$ cat src/verilog/adc_pipe_pkg.sv
// Constants for the flash converter output pipeline
`default_nettype none
package adc_pipe_pkg;

  // ---------------------------------------------------------------
  // Datapath geometry
  // ---------------------------------------------------------------
  localparam int CMP_N   = 256;
  localparam int COL_N   = 4;
  localparam int COL_W   = 64;
  localparam int CNT_W   = 7;
  localparam int LOW_W   = 6;
  localparam int DATA_W  = 8;
  localparam int SUM_W   = 9;
  localparam int FCNT_W  = 3;
  localparam int MSB_BIT = 7;

  localparam logic [CNT_W-1:0]  COL_FULL_CNT = 7'h40;
  localparam logic [FCNT_W-1:0] ALL_COLS     = 3'h4;
  localparam logic [DATA_W-1:0] FULL_SCALE   = 8'hFF;
  localparam logic [DATA_W-1:0] LOW_MASK     = 8'h7F;
  localparam logic [DATA_W-1:0] MSB_MASK     = 8'h80;
  localparam logic [SUM_W-1:0]  SUM_SAT      = 9'h0FF;

  // ---------------------------------------------------------------
  // Timing
  // ---------------------------------------------------------------
  localparam int CLK_PERIOD_NS = 40;

  // ---------------------------------------------------------------
  // Register map
  // ---------------------------------------------------------------
  localparam int ADDR_W = 8;
  localparam int REG_W  = 32;

  localparam logic [ADDR_W-1:0] OFS_CTRL       = 8'h00;
  localparam logic [ADDR_W-1:0] OFS_SAMPLE     = 8'h04;
  localparam logic [ADDR_W-1:0] OFS_IRQ_STATUS = 8'h08;
  localparam logic [ADDR_W-1:0] OFS_IRQ_CLEAR  = 8'h0C;
  localparam logic [ADDR_W-1:0] OFS_IRQ_ENABLE = 8'h10;

  localparam int CTRL_LOW_INV = 0;
  localparam int CTRL_MSB_INV = 1;
  localparam int CTRL_DV_POL  = 2;
  localparam int SAMPLE_OVR   = 8;

  localparam int IRQ_W      = 2;
  localparam int IRQ_OVR    = 0;
  localparam int IRQ_BUBBLE = 1;

  localparam logic [IRQ_W-1:0]  IRQ_RST  = 2'h0;
  localparam logic [REG_W-1:0]  RDATA_RST = 32'h0000_0000;
  localparam logic [DATA_W-1:0] DATA_RST = 8'h00;

endpackage
`default_nettype wire

$ cat src/verilog/column_decoder.sv
// One 64-input thermometer column reduced to a tripped count
`timescale 1ns/1ps
`default_nettype none
module column_decoder (
  input  wire logic [adc_pipe_pkg::COL_W-1:0] therm,
  output logic      [adc_pipe_pkg::CNT_W-1:0] count,
  output logic                                full
);

  // ---------------------------------------------------------------
  // Count of ones; a bubble costs at most one code
  // ---------------------------------------------------------------
  always_comb begin
    count = '0;
    for (int i = 0; i < adc_pipe_pkg::COL_W; i++) begin
      count = count + adc_pipe_pkg::CNT_W'(therm[i]);
    end
  end

  assign full = (count == adc_pipe_pkg::COL_FULL_CNT);

endmodule
`default_nettype wire

$ cat src/verilog/flash_adc_output_pipeline.sv
// Output pipeline of the flash converter with its register port
//
// Our own choices: the register offsets and the address-and-strobe port.
`timescale 1ns/1ps
`default_nettype none
module flash_adc_output_pipeline (
  input  wire logic                              clk,
  input  wire logic                              rst,
  input  wire logic [adc_pipe_pkg::CMP_N-1:0]    thresh_trip,
  output logic      [adc_pipe_pkg::DATA_W-1:0]   sample_data,
  output logic                                   overrange_bit,
  output logic                                   data_valid_flag,
  input  wire logic [adc_pipe_pkg::ADDR_W-1:0]   addr,
  input  wire logic [adc_pipe_pkg::REG_W-1:0]    wdata,
  input  wire logic                              wr,
  input  wire logic                              rd,
  output logic      [adc_pipe_pkg::REG_W-1:0]    rdata,
  output logic                                   irq
);

  // ---------------------------------------------------------------
  // Declarations
  // ---------------------------------------------------------------
  logic [adc_pipe_pkg::CMP_N-1:0]  frz_r;
  logic                            frz_vld_r;
  logic [adc_pipe_pkg::CNT_W-1:0]  col_cnt [adc_pipe_pkg::COL_N];
  logic [adc_pipe_pkg::COL_N-1:0]  col_full;
  logic [adc_pipe_pkg::FCNT_W-1:0] full_cnt;
  logic [1:0]                      act_col;
  logic [adc_pipe_pkg::LOW_W-1:0]  low_field;
  logic                            ovr_nxt;
  logic                            bubble_nxt;
  logic [adc_pipe_pkg::DATA_W-1:0] code_nxt;
  logic [adc_pipe_pkg::DATA_W-1:0] xor_nxt;
  logic [adc_pipe_pkg::SUM_W-1:0]  trip_sum;
  logic                            low_sel_r;
  logic                            msb_sel_r;
  logic                            pol_sel_r;
  logic [adc_pipe_pkg::DATA_W-1:0] sample_data_r;
  logic                            overrange_bit_r;
  logic                            dv_tog_r;
  logic                            dv_tog_nxt;
  logic                            data_valid_flag_r;
  logic [adc_pipe_pkg::IRQ_W-1:0]  irq_status_r;
  logic [adc_pipe_pkg::IRQ_W-1:0]  irq_status_nxt;
  logic [adc_pipe_pkg::IRQ_W-1:0]  irq_en_r;
  logic [adc_pipe_pkg::IRQ_W-1:0]  irq_en_nxt;
  logic [adc_pipe_pkg::IRQ_W-1:0]  irq_events;
  logic [adc_pipe_pkg::IRQ_W-1:0]  irq_clr;
  logic                            irq_r;
  logic [adc_pipe_pkg::REG_W-1:0]  rdata_r;
  logic [adc_pipe_pkg::REG_W-1:0]  rdata_nxt;
  logic                            wr_ctrl;
  logic                            wr_en;
  logic                            wr_clr;

  // ---------------------------------------------------------------
  // Comparator freeze
  // ---------------------------------------------------------------
  // Decisions track the input until the edge; the edge holds them.
  always_ff @(posedge clk) begin
    frz_r <= thresh_trip;
  end

  always_ff @(posedge clk) begin
    if (rst) begin
      frz_vld_r <= 1'b0;
    end else begin
      frz_vld_r <= 1'b1;
    end
  end

  // ---------------------------------------------------------------
  // Column decoders
  // ---------------------------------------------------------------
  // Falling-edge decode and latch stages fold into the cycle after the
  // freeze, since this block runs on one edge only.
  generate
    for (genvar c = 0; c < adc_pipe_pkg::COL_N; c++) begin : g_col
      column_decoder u_dec (
        .therm (frz_r[c*adc_pipe_pkg::COL_W +: adc_pipe_pkg::COL_W]),
        .count (col_cnt[c]),
        .full  (col_full[c])
      );
    end
  endgenerate

  // ---------------------------------------------------------------
  // Column merge
  // ---------------------------------------------------------------
  always_comb begin
    full_cnt   = '0;
    bubble_nxt = 1'b0;
    for (int c = 0; c < adc_pipe_pkg::COL_N; c++) begin
      full_cnt = full_cnt + adc_pipe_pkg::FCNT_W'(col_full[c]);
    end
    for (int c = 1; c < adc_pipe_pkg::COL_N; c++) begin
      if (!col_full[c-1] && (col_cnt[c] != '0)) begin
        bubble_nxt = 1'b1;
      end
    end
    act_col   = full_cnt[1:0];
    low_field = col_cnt[act_col][adc_pipe_pkg::LOW_W-1:0];
    ovr_nxt   = (full_cnt == adc_pipe_pkg::ALL_COLS);
    if (ovr_nxt) begin
      code_nxt = adc_pipe_pkg::FULL_SCALE;
    end else begin
      code_nxt = {act_col, low_field};
    end
  end

  // Plain tripped count, used only to check the merge
  always_comb begin
    trip_sum = '0;
    for (int c = 0; c < adc_pipe_pkg::COL_N; c++) begin
      trip_sum = trip_sum + adc_pipe_pkg::SUM_W'(col_cnt[c]);
    end
  end

  // ---------------------------------------------------------------
  // Output inversion, one XOR per bit
  // ---------------------------------------------------------------
  generate
    for (genvar b = 0; b < adc_pipe_pkg::DATA_W; b++) begin : g_xor
      if (b == adc_pipe_pkg::MSB_BIT) begin : g_msb
        assign xor_nxt[b] = code_nxt[b] ^ msb_sel_r;
      end else begin : g_low
        assign xor_nxt[b] = code_nxt[b] ^ low_sel_r;
      end
    end
  endgenerate

  // ---------------------------------------------------------------
  // Output stages
  // ---------------------------------------------------------------
  // Bit 0 of sample_data is the LSB, bit 7 the MSB.
  always_ff @(posedge clk) begin
    if (rst) begin
      sample_data_r <= adc_pipe_pkg::DATA_RST;
    end else begin
      sample_data_r <= xor_nxt;
    end
  end

  always_ff @(posedge clk) begin
    if (rst) begin
      overrange_bit_r <= 1'b0;
    end else begin
      overrange_bit_r <= ovr_nxt;
    end
  end

  // ---------------------------------------------------------------
  // Data-valid flag
  // ---------------------------------------------------------------
  // Toggles with every new sample while the polarity select holds, so the receiver can latch on either edge.
  assign dv_tog_nxt = frz_vld_r ? ~dv_tog_r : dv_tog_r;

  always_ff @(posedge clk) begin
    if (rst) begin
      dv_tog_r          <= 1'b0;
      data_valid_flag_r <= 1'b0;
    end else begin
      dv_tog_r          <= dv_tog_nxt;
      data_valid_flag_r <= dv_tog_nxt ^ pol_sel_r;
    end
  end

  // ---------------------------------------------------------------
  // Control register
  // ---------------------------------------------------------------
  assign wr_ctrl = wr && (addr == adc_pipe_pkg::OFS_CTRL);
  assign wr_en   = wr && (addr == adc_pipe_pkg::OFS_IRQ_ENABLE);
  assign wr_clr  = wr && (addr == adc_pipe_pkg::OFS_IRQ_CLEAR);

  always_ff @(posedge clk) begin
    if (rst) begin
      low_sel_r <= 1'b0;
      msb_sel_r <= 1'b0;
      pol_sel_r <= 1'b0;
    end else if (wr_ctrl) begin
      low_sel_r <= wdata[adc_pipe_pkg::CTRL_LOW_INV];
      msb_sel_r <= wdata[adc_pipe_pkg::CTRL_MSB_INV];
      pol_sel_r <= wdata[adc_pipe_pkg::CTRL_DV_POL];
    end
  end

  // ---------------------------------------------------------------
  // Interrupts
  // ---------------------------------------------------------------
  // A new event beats a clear in the same cycle.
  always_comb begin
    irq_events                          = '0;
    irq_events[adc_pipe_pkg::IRQ_OVR]    = frz_vld_r && ovr_nxt;
    irq_events[adc_pipe_pkg::IRQ_BUBBLE] = frz_vld_r && bubble_nxt;
    irq_clr        = wr_clr ? wdata[adc_pipe_pkg::IRQ_W-1:0] : '0;
    irq_status_nxt = (irq_status_r & ~irq_clr) | irq_events;
    irq_en_nxt     = wr_en ? wdata[adc_pipe_pkg::IRQ_W-1:0] : irq_en_r;
  end

  always_ff @(posedge clk) begin
    if (rst) begin
      irq_status_r <= adc_pipe_pkg::IRQ_RST;
      irq_en_r     <= adc_pipe_pkg::IRQ_RST;
      irq_r        <= 1'b0;
    end else begin
      irq_status_r <= irq_status_nxt;
      irq_en_r     <= irq_en_nxt;
      irq_r        <= |(irq_status_nxt & irq_en_nxt);
    end
  end

  // ---------------------------------------------------------------
  // Read port
  // ---------------------------------------------------------------
  // Status reads show the state before this cycle's write; the clear
  // register and unmapped addresses read as zero.
  always_comb begin
    rdata_nxt = '0;
    if (rd) begin
      case (addr)
        adc_pipe_pkg::OFS_CTRL: begin
          rdata_nxt[adc_pipe_pkg::CTRL_LOW_INV] = low_sel_r;
          rdata_nxt[adc_pipe_pkg::CTRL_MSB_INV] = msb_sel_r;
          rdata_nxt[adc_pipe_pkg::CTRL_DV_POL]  = pol_sel_r;
        end
        adc_pipe_pkg::OFS_SAMPLE: begin
          rdata_nxt[adc_pipe_pkg::DATA_W-1:0]   = sample_data_r;
          rdata_nxt[adc_pipe_pkg::SAMPLE_OVR]   = overrange_bit_r;
        end
        adc_pipe_pkg::OFS_IRQ_STATUS: begin
          rdata_nxt[adc_pipe_pkg::IRQ_W-1:0]    = irq_status_r;
        end
        adc_pipe_pkg::OFS_IRQ_ENABLE: begin
          rdata_nxt[adc_pipe_pkg::IRQ_W-1:0]    = irq_en_r;
        end
        default: begin
          rdata_nxt = '0;
        end
      endcase
    end
  end

  always_ff @(posedge clk) begin
    if (rst) begin
      rdata_r <= adc_pipe_pkg::RDATA_RST;
    end else begin
      rdata_r <= rdata_nxt;
    end
  end

  assign sample_data     = sample_data_r;
  assign overrange_bit   = overrange_bit_r;
  assign data_valid_flag = data_valid_flag_r;
  assign rdata           = rdata_r;
  assign irq             = irq_r;
endmodule
`default_nettype wire

$ cat config.mk
export PLATFORM = sky130hd
export DESIGN_NAME = flash_adc_output_pipeline
export DESIGN_NICKNAME = d
export VERILOG_FILES = /design/src/verilog/adc_pipe_pkg.sv /design/src/verilog/column_decoder.sv /design/src/verilog/flash_adc_output_pipeline.sv
export SDC_FILE = /design/constraint.sdc
export NUM_CORES = 1
export LEC_CHECK = 0
export BUFFER_PORTS_ARGS = -buffer_cell sky130_fd_sc_hd__buf_2
export CAP_MARGIN = 10
export CORE_UTILIZATION = 50
export CTS_CLUSTER_SIZE = 10
export DETAILED_ROUTE_END_ITERATION = 10
export PLACE_DENSITY = 0.76
export SETUP_SLACK_MARGIN = 0.2
export SYNTH_ARGS = -nofsm -noshare
export SYNTH_HDL_FRONTEND = slang
export SYNTH_SLANG_ARGS = --single-unit
$ cat constraint.sdc
create_clock -name clk -period 10.8 [get_ports clk]
set_input_delay 0.54 -clock clk [delete_from_list [all_inputs] [get_ports clk]]
set_output_delay 0.54 -clock clk [all_outputs]
set_load 0.1 [all_outputs]
==> results of run 1 <==
## kinds of logic (layout without fill, tap and decap cells)
logic type | after synthesis | after routing | share of synthesized area
compound gates | 63 | 63 | 0.0329
mux | 11 | 11 | 0.0109
simple gates | 103 | 103 | 0.0405
fa+ha+maj | 283 | 283 | 0.373
buf+inv | 420 | 718 | 0.120
other cells | 1 | 29 | 0.000271
xor+xnor | 17 | 17 | 0.0107
flops | 285 | 285 | 0.412
## state kept, by name, indices dropped and copies added (netlist names)
| register | flops |
|---|---|
| data_valid_flag | 1 |
| dv_tog_r | 1 |
| frz_r | 256 |
| frz_vld_r | 1 |
| irq | 1 |
| irq_en_r | 2 |
| irq_status_r | 2 |
| low_sel_r | 1 |
| msb_sel_r | 1 |
| overrange_bit | 1 |
| pol_sel_r | 1 |
| rdata | 9 |
| sample_data | 8 |
## synth_stat cells, drive strengths merged (2+ instances only)
master,number
o211a,3
a222oi,2
mux2,3
nand2,5
nand2b,3
nor3b,8
inv,389
nand3b,2
a211oi,6
or3,3
nor4,2
and3,3
o2111ai,2
a221o,2
a21boi,2
o21a,2
a2111oi,3
nor3,9
mux4,3
xnor2,7
or2,4
clkbuf,6
nand3,4
xor2,10
o21ai,9
nor2b,6
buf,25
a21oi,17
mux2i,5
nor4b,2
and2,10
nor2,38
a21o,3
dfxtp,285
fa,217
ha,66
## final timing paths
path                    from         to  cells past startpoint
max               frz_r[192]        irq                     28
min          thresh_trip[23]  frz_r[23]                      1
max reg2reg       frz_r[192]        irq                     28
min reg2reg   sample_data[7]   rdata[7]                      1
## through the flow
step           area [sq um]  utilization  cells  hold slack, ps  worst slack (ps)
2_1_floorplan         13900            -   1205             454              2530
3_3_place_gp          15700        0.578   1836             453              2110
3_5_place_dp          15700        0.578   1836             446              1890
4_1_cts               16600        0.611   1875             116              1860
5_1_grt               16600        0.611   1880             122              1350
6_report              16600        0.611   1881             144              1930
## cell type report
type	count	area, sq um
fill	2132	10500
multi-input combinational	500	6570
sequential	285	5710
inverter	389	1460
timing repair buffer	290	1450
clock buffer	37	883
tap	372	465
antenna	6	15.0
clock inverter	2	13.8
## routing by layer
metal / global-route usage / part of all wire / up-vias
met3: 0.0318 / 0.049 / 59
met4: 0.0711 / 0.035 / 0
met2: 0.333 / 0.52 / 243
li1: - / - / 3988
met5: 0 / 0 / -
met1: 0.210 / 0.39 / 3859
## critical path: cells and delay by family (launching register included)
kind | cells | cell delay (ps)
AO/OA/AOI/OAI | 7 | 1710
adder cells (fa/ha/maj) | 13 | 5790
buffers and inverters | 5 | 460
flip-flops | 1 | 300
AND/OR/NAND/NOR | 3 | 480
==> results_dict.tcl, run 1 <==
set metrics [dict create \
    outcome "completed" \
    cts_inserted_buffers 34 \
    die_w_um 169 \
    timing.final.max_slew_violations 0 \
    clkSinkCount 285 \
    post_synth_main_area_contributors "sky130_fd_sc_hd__dfxtp_1 41%, sky130_fd_sc_hd__fa_1 31%, sky130_fd_sc_hd__inv_1 11%, sky130_fd_sc_hd__ha_1 6.0%, sky130_fd_sc_hd__buf_4 1.2%" \
    viasPerCell 4.33 \
    post_synthesis_area_per_instance_sq_um 11.7 \
    drc_errors 0 \
    io_pins 343 \
    clock_latency_ps 490 \
    synth-main-ff-cell "sky130_fd_sc_hd__dfxtp_1" \
    synth-warning-count 0 \
    crit_slowest_cell "sky130_fd_sc_hd__fa_1" \
    grt_start_max_net_pins 21 \
    final.setup_skew_ps 7.78 \
    grt_overflow 0 \
    grt_util_all_layers 0.181 \
    via_count_of_the_first_global_routing_pass 8907 \
    critPathCaptureType "register" \
    fp.dieArea_sq_um 28400 \
    drt_first_pass_iters 6 \
    timing.final.crit_share 0.821 \
    fin_tns_setup_ps 0 \
    path_class "reg -> reg" \
    initial_utilization 0.511 \
    required_ps 11150 \
    gp_congestion 0.836 \
    wl_mm 24.6 \
    fraction_of_final_layout_cells_sized_beyond_drive_strength_1 0.228 \
    min_period_ps 8870 \
    core_area_sq_um 27100 \
    post_synth_num_cell_types 61 \
    number_of_drc_markers_in_iteration_0 189 \
    critical_path.most_common_cell "sky130_fd_sc_hd__fa_1" \
    cts.repair.resized 0 \
    hold_path.class "in -> reg" \
    timing.critical_path.from_type "register" \
    cts.reportedPaths.clkPinSlew_ps 50 \
    synth-edff-count 0 \
    r2r_slack_ps 1930 \
    syn_to_final_growth_pct 19.5 \
    ys_seq_elements 285 \
    slew_headroom 0.461 \
    worst-endpoint-arrival_ps 9220 \
    tightest_slew_ps 797 \
    cts_tree "done" \
    async_reset_ff_frac 0 \
    die_h_um 169 \
    crit_path_max_incr_delay_ps 600 \
    cts_post_setup_buffers_inserted 0 \
    final-hold-violation-count 0 \
    clock_path_buffers 3 \
    wire_length_of_the_first_global_routing_pass_mm 40.3 \
    synth_seq_area_share 0.412 \
    antenna_violations_before_repair 5 \
    max_clock_freq_mhz 113 \
    holdBufCountCts 0 \
    grt_setup_unrepaired "false" \
    total_of_max_cap_violations 0 \
    critPathMaxFanout 12 \
    htreeDepth 2 \
    setup_violations 0 \
    instance_count_of_the_mapped_netlist 1183 \
    postRouteAntennaNets 0 \
    synth_top_area_cell "sky130_fd_sc_hd__dfxtp_1" \
    final_cell_mix "389 x sky130_fd_sc_hd__inv_1, 290 x sky130_fd_sc_hd__buf_2, 285 x sky130_fd_sc_hd__dfxtp_1, 217 x sky130_fd_sc_hd__fa_1, 66 x sky130_fd_sc_hd__ha_1" \
    syn_area_sq_um 13900 \
    synth.top_cell.area_share 0.412 \
    floorplan.rows 60 \
    finalNetCount 2083 \
    mostFrequentLayoutCell "sky130_fd_sc_hd__inv_1" \
    route.vias.total 8149 \
    io_buffer_count 290 \
    place.detailed.hpwl_mm 20.2 \
    cts-root-buf "sky130_fd_sc_hd__clkbuf_16" \
    wl_per_cell_um 13.1 \
]
Power of run 1 is not shown: default switching activity piles up to over one toggle a cycle in this logic, so the estimate is an artifact.
==> inputs of run 2 (changes only) <==
Clock period 10.8 ns to 9.1 ns, I/O delays scaled along.
==> results_dict.tcl, run 2 (synthesis gave the netlist of run 1 again) <==
set metrics [dict create \
    max_clock_freq_mhz 118 \
    route.vias.total 8232 \
    timing.critical_path.from_type "register" \
    drc_errors 0 \
    clkSinkCount 285 \
    timing.final.crit_share 0.934 \
    fin_tns_setup_ps 0 \
    final-instance-count-excl-fill 1881 \
    setup_violations 0 \
    total_of_max_cap_violations 0 \
    registers.top_by_ff_count "frz_r" \
    slew_headroom 0.501 \
    cts.reportedPaths.clkPinSlew_ps 60 \
    path_class "reg -> reg" \
    cts.repair.resized 0 \
    largest_register_ffs 256 \
    die_w_um 169 \
    post-place-cells 1837 \
    met3_wire_len_mm 1.22 \
    min_period_ps 8500 \
    grt_util_all_layers 0.188 \
    mostFrequentLayoutCell "sky130_fd_sc_hd__inv_1" \
    tightest_slew_ps 744 \
    timing.hold.worst.start "thresh_trip[23]" \
    worst_setup_path_startpoint "frz_r[192]" \
    die_h_um 169 \
    grt_setup_unrepaired "false" \
    cts_inserted_buffers 34 \
    met2WireLength_mm 13.6 \
    required_ps 9470 \
    final_cell_mix "389 x sky130_fd_sc_hd__inv_1, 290 x sky130_fd_sc_hd__buf_2, 285 x sky130_fd_sc_hd__dfxtp_1, 217 x sky130_fd_sc_hd__fa_1, 66 x sky130_fd_sc_hd__ha_1" \
    grt_overflow 0 \
    cts_tree "done" \
    cts-root-buf "sky130_fd_sc_hd__clkbuf_16" \
    wl_per_cell_um 13.5 \
    cts_post_setup_buffers_inserted 0 \
    wl_mm 25.3 \
    final.setup_skew_ps 17.2 \
    initial_utilization 0.511 \
    syn_to_final_growth_pct 19.8 \
    fp.dieArea_sq_um 28400 \
    timing.final.max_slew_violations 0 \
    antenna_violations_before_repair 5 \
    floorplan.rows 60 \
    via_count_of_the_first_global_routing_pass 9123 \
    wire_length_of_the_first_global_routing_pass_mm 41.9 \
    htreeDepth 2 \
    drt_first_pass_iters 4 \
    viasPerCell 4.38 \
    core_area_sq_um 27100 \
    gp_congestion 0.865 \
    wl_met1_mm 9.84 \
    worst-endpoint-arrival_ps 8880 \
    io_pins 343 \
    top_signal_layer_used "met5" \
    clock_path_buffers 3 \
    critPathMaxFanout 9 \
    postRouteAntennaNets 0 \
    outcome "completed" \
    clock_latency_ps 510 \
    finalNetCount 2084 \
    final-hold-violation-count 0 \
    regToRegStartpoint "frz_r[192]" \
    place.detailed.hpwl_mm 20.5 \
    holdBufCountCts 0 \
    critPathCaptureType "register" \
    hold_path.class "in -> reg" \
    io_buffer_count 290 \
    fillers 2132 \
    grt_start_max_net_pins 21 \
    fraction_of_final_layout_cells_sized_beyond_drive_strength_1 0.230 \
    number_of_drc_markers_in_iteration_0 215 \
]
==> run 2: critical path, cell delays in order, from the launching register on <==
cell	delay, ps
sky130_fd_sc_hd__dfxtp_1	300
sky130_fd_sc_hd__ha_1	270
sky130_fd_sc_hd__inv_1	50
sky130_fd_sc_hd__fa_1	470
sky130_fd_sc_hd__inv_1	50
sky130_fd_sc_hd__fa_1	380
sky130_fd_sc_hd__inv_1	80
sky130_fd_sc_hd__fa_1	450
sky130_fd_sc_hd__fa_1	550
sky130_fd_sc_hd__fa_1	520
sky130_fd_sc_hd__fa_1	520
sky130_fd_sc_hd__fa_1	520
sky130_fd_sc_hd__fa_1	610
sky130_fd_sc_hd__inv_1	60
sky130_fd_sc_hd__ha_1	300
sky130_fd_sc_hd__a21o_1	180
sky130_fd_sc_hd__a211o_1	310
sky130_fd_sc_hd__a2111oi_2	390
sky130_fd_sc_hd__o211a_1	220
sky130_fd_sc_hd__a21boi_1	220
sky130_fd_sc_hd__fa_1	450
sky130_fd_sc_hd__ha_1	210
sky130_fd_sc_hd__ha_1	270
sky130_fd_sc_hd__or2_2	320
sky130_fd_sc_hd__mux4_2	470
sky130_fd_sc_hd__xnor2_1	140
sky130_fd_sc_hd__nor2_1	50
==> run 2: final cells by class <==
type	count	area (sq um)	share of cell area
clock inverters	3	33.8	0.00203
multi-input cells	500	6600	0.397
clock buffers	38	876	0.0527
inverters	389	1460	0.0879
diodes	3	7.51	0.000452
repair buffers	291	1460	0.0879
well taps	372	465	0.0280
flip-flops and latches	285	5710	0.344
==> run 2: path summary, 6_finish.rpt <==
kind	endpoint	slack, ps	depth (start not counted)
worst max register to register	sample_data[3]	600	26
worst min-delay path	frz_r[23]	40	1
worst min register to register	rdata[6]	450	1
worst max-delay path	sample_data[3]	600	26
==> run 2: through the flow <==
| step | area (sq um) | hold slack [ps] | setup WS (ps) | util |
|---|---|---|---|---|
| final | 16600 | 44.0 | 598 | 0.613 |
| after global routing | 16600 | 20.6 | 193 | 0.613 |
| after CTS | 16600 | 19.5 | 313 | 0.612 |
| after detailed placement | 15700 | 439 | 319 | 0.578 |
| after global placement | 15700 | 452 | 584 | 0.578 |
| after floorplan | 13900 | 454 | 831 | - |
==> run 2: routing by layer <==
metal | track usage | up-vias
li1 | - | 3998
met3 | 0.0372 | 40
met1 | 0.214 | 3961
met2 | 0.351 | 231
met4 | 0.0628 | 2
met5 | 0 | -
Power of run 2 is left out for the same reason.
==> inputs of run 3 (changes only) <==
Settings changed: CORE_UTILIZATION 50 to 45, PLACE_DENSITY 0.76 to 0.69.
==> results_dict.tcl, run 3 (synthesis gave the netlist of run 1 again) <==
set metrics [dict create \
    outcome "completed" \
    timing.critical_path.from_type "register" \
    cts-root-buf "sky130_fd_sc_hd__clkbuf_16" \
    grt_use_met2 0.288 \
    wl_mm 24.1 \
    registers.top_by_ff_count "frz_r" \
    final_cell_mix "389 x sky130_fd_sc_hd__inv_1, 290 x sky130_fd_sc_hd__buf_2, 285 x sky130_fd_sc_hd__dfxtp_1, 217 x sky130_fd_sc_hd__fa_1, 66 x sky130_fd_sc_hd__ha_1" \
    tightest_slew_ps 766 \
    timing.final.crit_share 0.930 \
    fp.dieArea_sq_um 31500 \
    postRouteAntennaNets 0 \
    grt_overflow 0 \
    final_util 0.557 \
    viasPerCell 4.28 \
    max_clock_freq_mhz 118 \
    io_pins 343 \
    gp_congestion 0.806 \
    syn_to_final_growth_pct 20.4 \
    critPathCaptureType "register" \
    required_ps 9460 \
    cts_inserted_buffers 35 \
    io_buffer_count 290 \
    htreeDepth 2 \
    antenna_violations_before_repair 4 \
    grt_start_max_net_pins 21 \
    slew_headroom 0.482 \
    place.detailed.hpwl_mm 20.3 \
    final-hold-violation-count 0 \
    hold_path.class "in -> reg" \
    timing.rr.end "sample_data[3]" \
    setup_violations 0 \
    drt_first_pass_iters 4 \
    cts.reportedPaths.clkPinSlew_ps 50 \
    grt_setup_unrepaired "false" \
    critPathMaxFanout 9 \
    path_class "reg -> reg" \
    core_area_sq_um 30000 \
    wl_per_cell_um 12.7 \
    finalNetCount 2085 \
    clock_path_buffers 3 \
    via_count_of_the_first_global_routing_pass 8843 \
    number_of_drc_markers_in_iteration_0 157 \
    count_of_cells_along_the_worst_register_to_register_path 26 \
    die_h_um 178 \
    fraction_of_final_layout_cells_sized_beyond_drive_strength_1 0.233 \
    floorplan.rows 63 \
    route.vias.total 8152 \
    grt-busiest-layer "met2" \
    worst-endpoint-arrival_ps 8830 \
    regToRegStartpoint "frz_r[192]" \
    r2r_slack_ps 630 \
    hold_path_depth 1 \
    fin_tns_setup_ps 0 \
    clkSinkCount 285 \
    clock_latency_ps 510 \
    final.setup_skew_ps 17.3 \
    min_period_ps 8470 \
    total_of_max_cap_violations 0 \
    use_met1 0.194 \
    holdBufCountCts 0 \
    largest_register_ffs 256 \
    timing.final.max_slew_violations 0 \
    die_w_um 178 \
    drc_errors 0 \
    initial_utilization 0.463 \
    mostFrequentLayoutCell "sky130_fd_sc_hd__inv_1" \
    wire_length_of_the_first_global_routing_pass_mm 40.2 \
    met3_usage 0.0323 \
    cts_tree "done" \
    worst_hold_path.endpoint "frz_r[73]" \
    timing.hold.worst.start "thresh_trip[73]" \
    grt_util_all_layers 0.162 \
]
==> run 3: changes by cell type in the layout (fill, tap and decap cells not counted), sizes merged <==
cell / change
clkinv: +3
clkbuf: +2
inv: -2
diode: +1
==> run 3: how the worst max path moves through the flow <==
stage	startpoint	endpoint	slack, ps	cells after the start
CTS	frz_r[192]	sample_data[3]	410	26
detailed placement	frz_r[192]	sample_data[3]	430	26
global route	frz_r[192]	sample_data[3]	210	28
global placement	frz_r[192]	sample_data[3]	580	26
finish	frz_r[192]	sample_data[3]	630	26
floorplan	frz_r[192]	sample_data[3]	830	27
==> run 3: layout make-up <==
type	instances	area, sq um
inverters	389	1460
well taps	390	488
multi-input cells	500	6590
flip-flops and latches	285	5710
fillers	2533	13300
clock buffers	40	935
repair buffers	291	1460
diodes	4	10.0
clock inverters	4	42.5
==> run 3: through the flow <==
step	hold slack [ps]	cells	setup slack, ps	cell area [sq um]
floorplan	454	1205	831	13900
global placement	452	1855	579	15700
detailed placement	444	1855	426	15700
CTS	15.9	1899	406	16700
global route	15.4	1902	213	16700
finish	46.3	1903	634	16700
==> run 3: critical path: stages, from the launching register on <==
cell,delay (ps)
sky130_fd_sc_hd__dfxtp_1,300
sky130_fd_sc_hd__ha_1,270
sky130_fd_sc_hd__inv_1,40
sky130_fd_sc_hd__fa_1,470
sky130_fd_sc_hd__inv_1,50
sky130_fd_sc_hd__fa_1,370
sky130_fd_sc_hd__inv_1,80
sky130_fd_sc_hd__fa_1,440
sky130_fd_sc_hd__fa_1,550
sky130_fd_sc_hd__fa_1,530
sky130_fd_sc_hd__fa_1,520
sky130_fd_sc_hd__fa_1,520
sky130_fd_sc_hd__fa_1,610
sky130_fd_sc_hd__inv_1,60
sky130_fd_sc_hd__ha_1,300
sky130_fd_sc_hd__a21o_1,190
sky130_fd_sc_hd__a211o_1,290
sky130_fd_sc_hd__a2111oi_1,410
sky130_fd_sc_hd__o211a_1,220
sky130_fd_sc_hd__a21boi_2,190
sky130_fd_sc_hd__fa_1,440
sky130_fd_sc_hd__ha_1,210
sky130_fd_sc_hd__ha_1,270
sky130_fd_sc_hd__or2_2,330
sky130_fd_sc_hd__mux4_2,480
sky130_fd_sc_hd__xnor2_1,140
sky130_fd_sc_hd__nor2_1,60
==> run 3: timing repair <==
item | CTS | global route
endpoints found under the hold margin | 0 | 0
gates resized for setup | 0 | 4
endpoints found under the setup margin | 0 | 7
buffers inserted | 0 | 0
==> run 3: metal layers <==
| layer | share of wire | vias up | routed length, um |
|---|---|---|---|
| met1 | 0.41 | 3891 | 9990 |
| met2 | 0.50 | 223 | 12200 |
| met5 | 0 | - | 0 |
| met4 | 0.026 | 0 | 626 |
| li1 | - | 3995 | - |
| met3 | 0.056 | 43 | 1360 |
Power of run 3 is left out for the same reason.
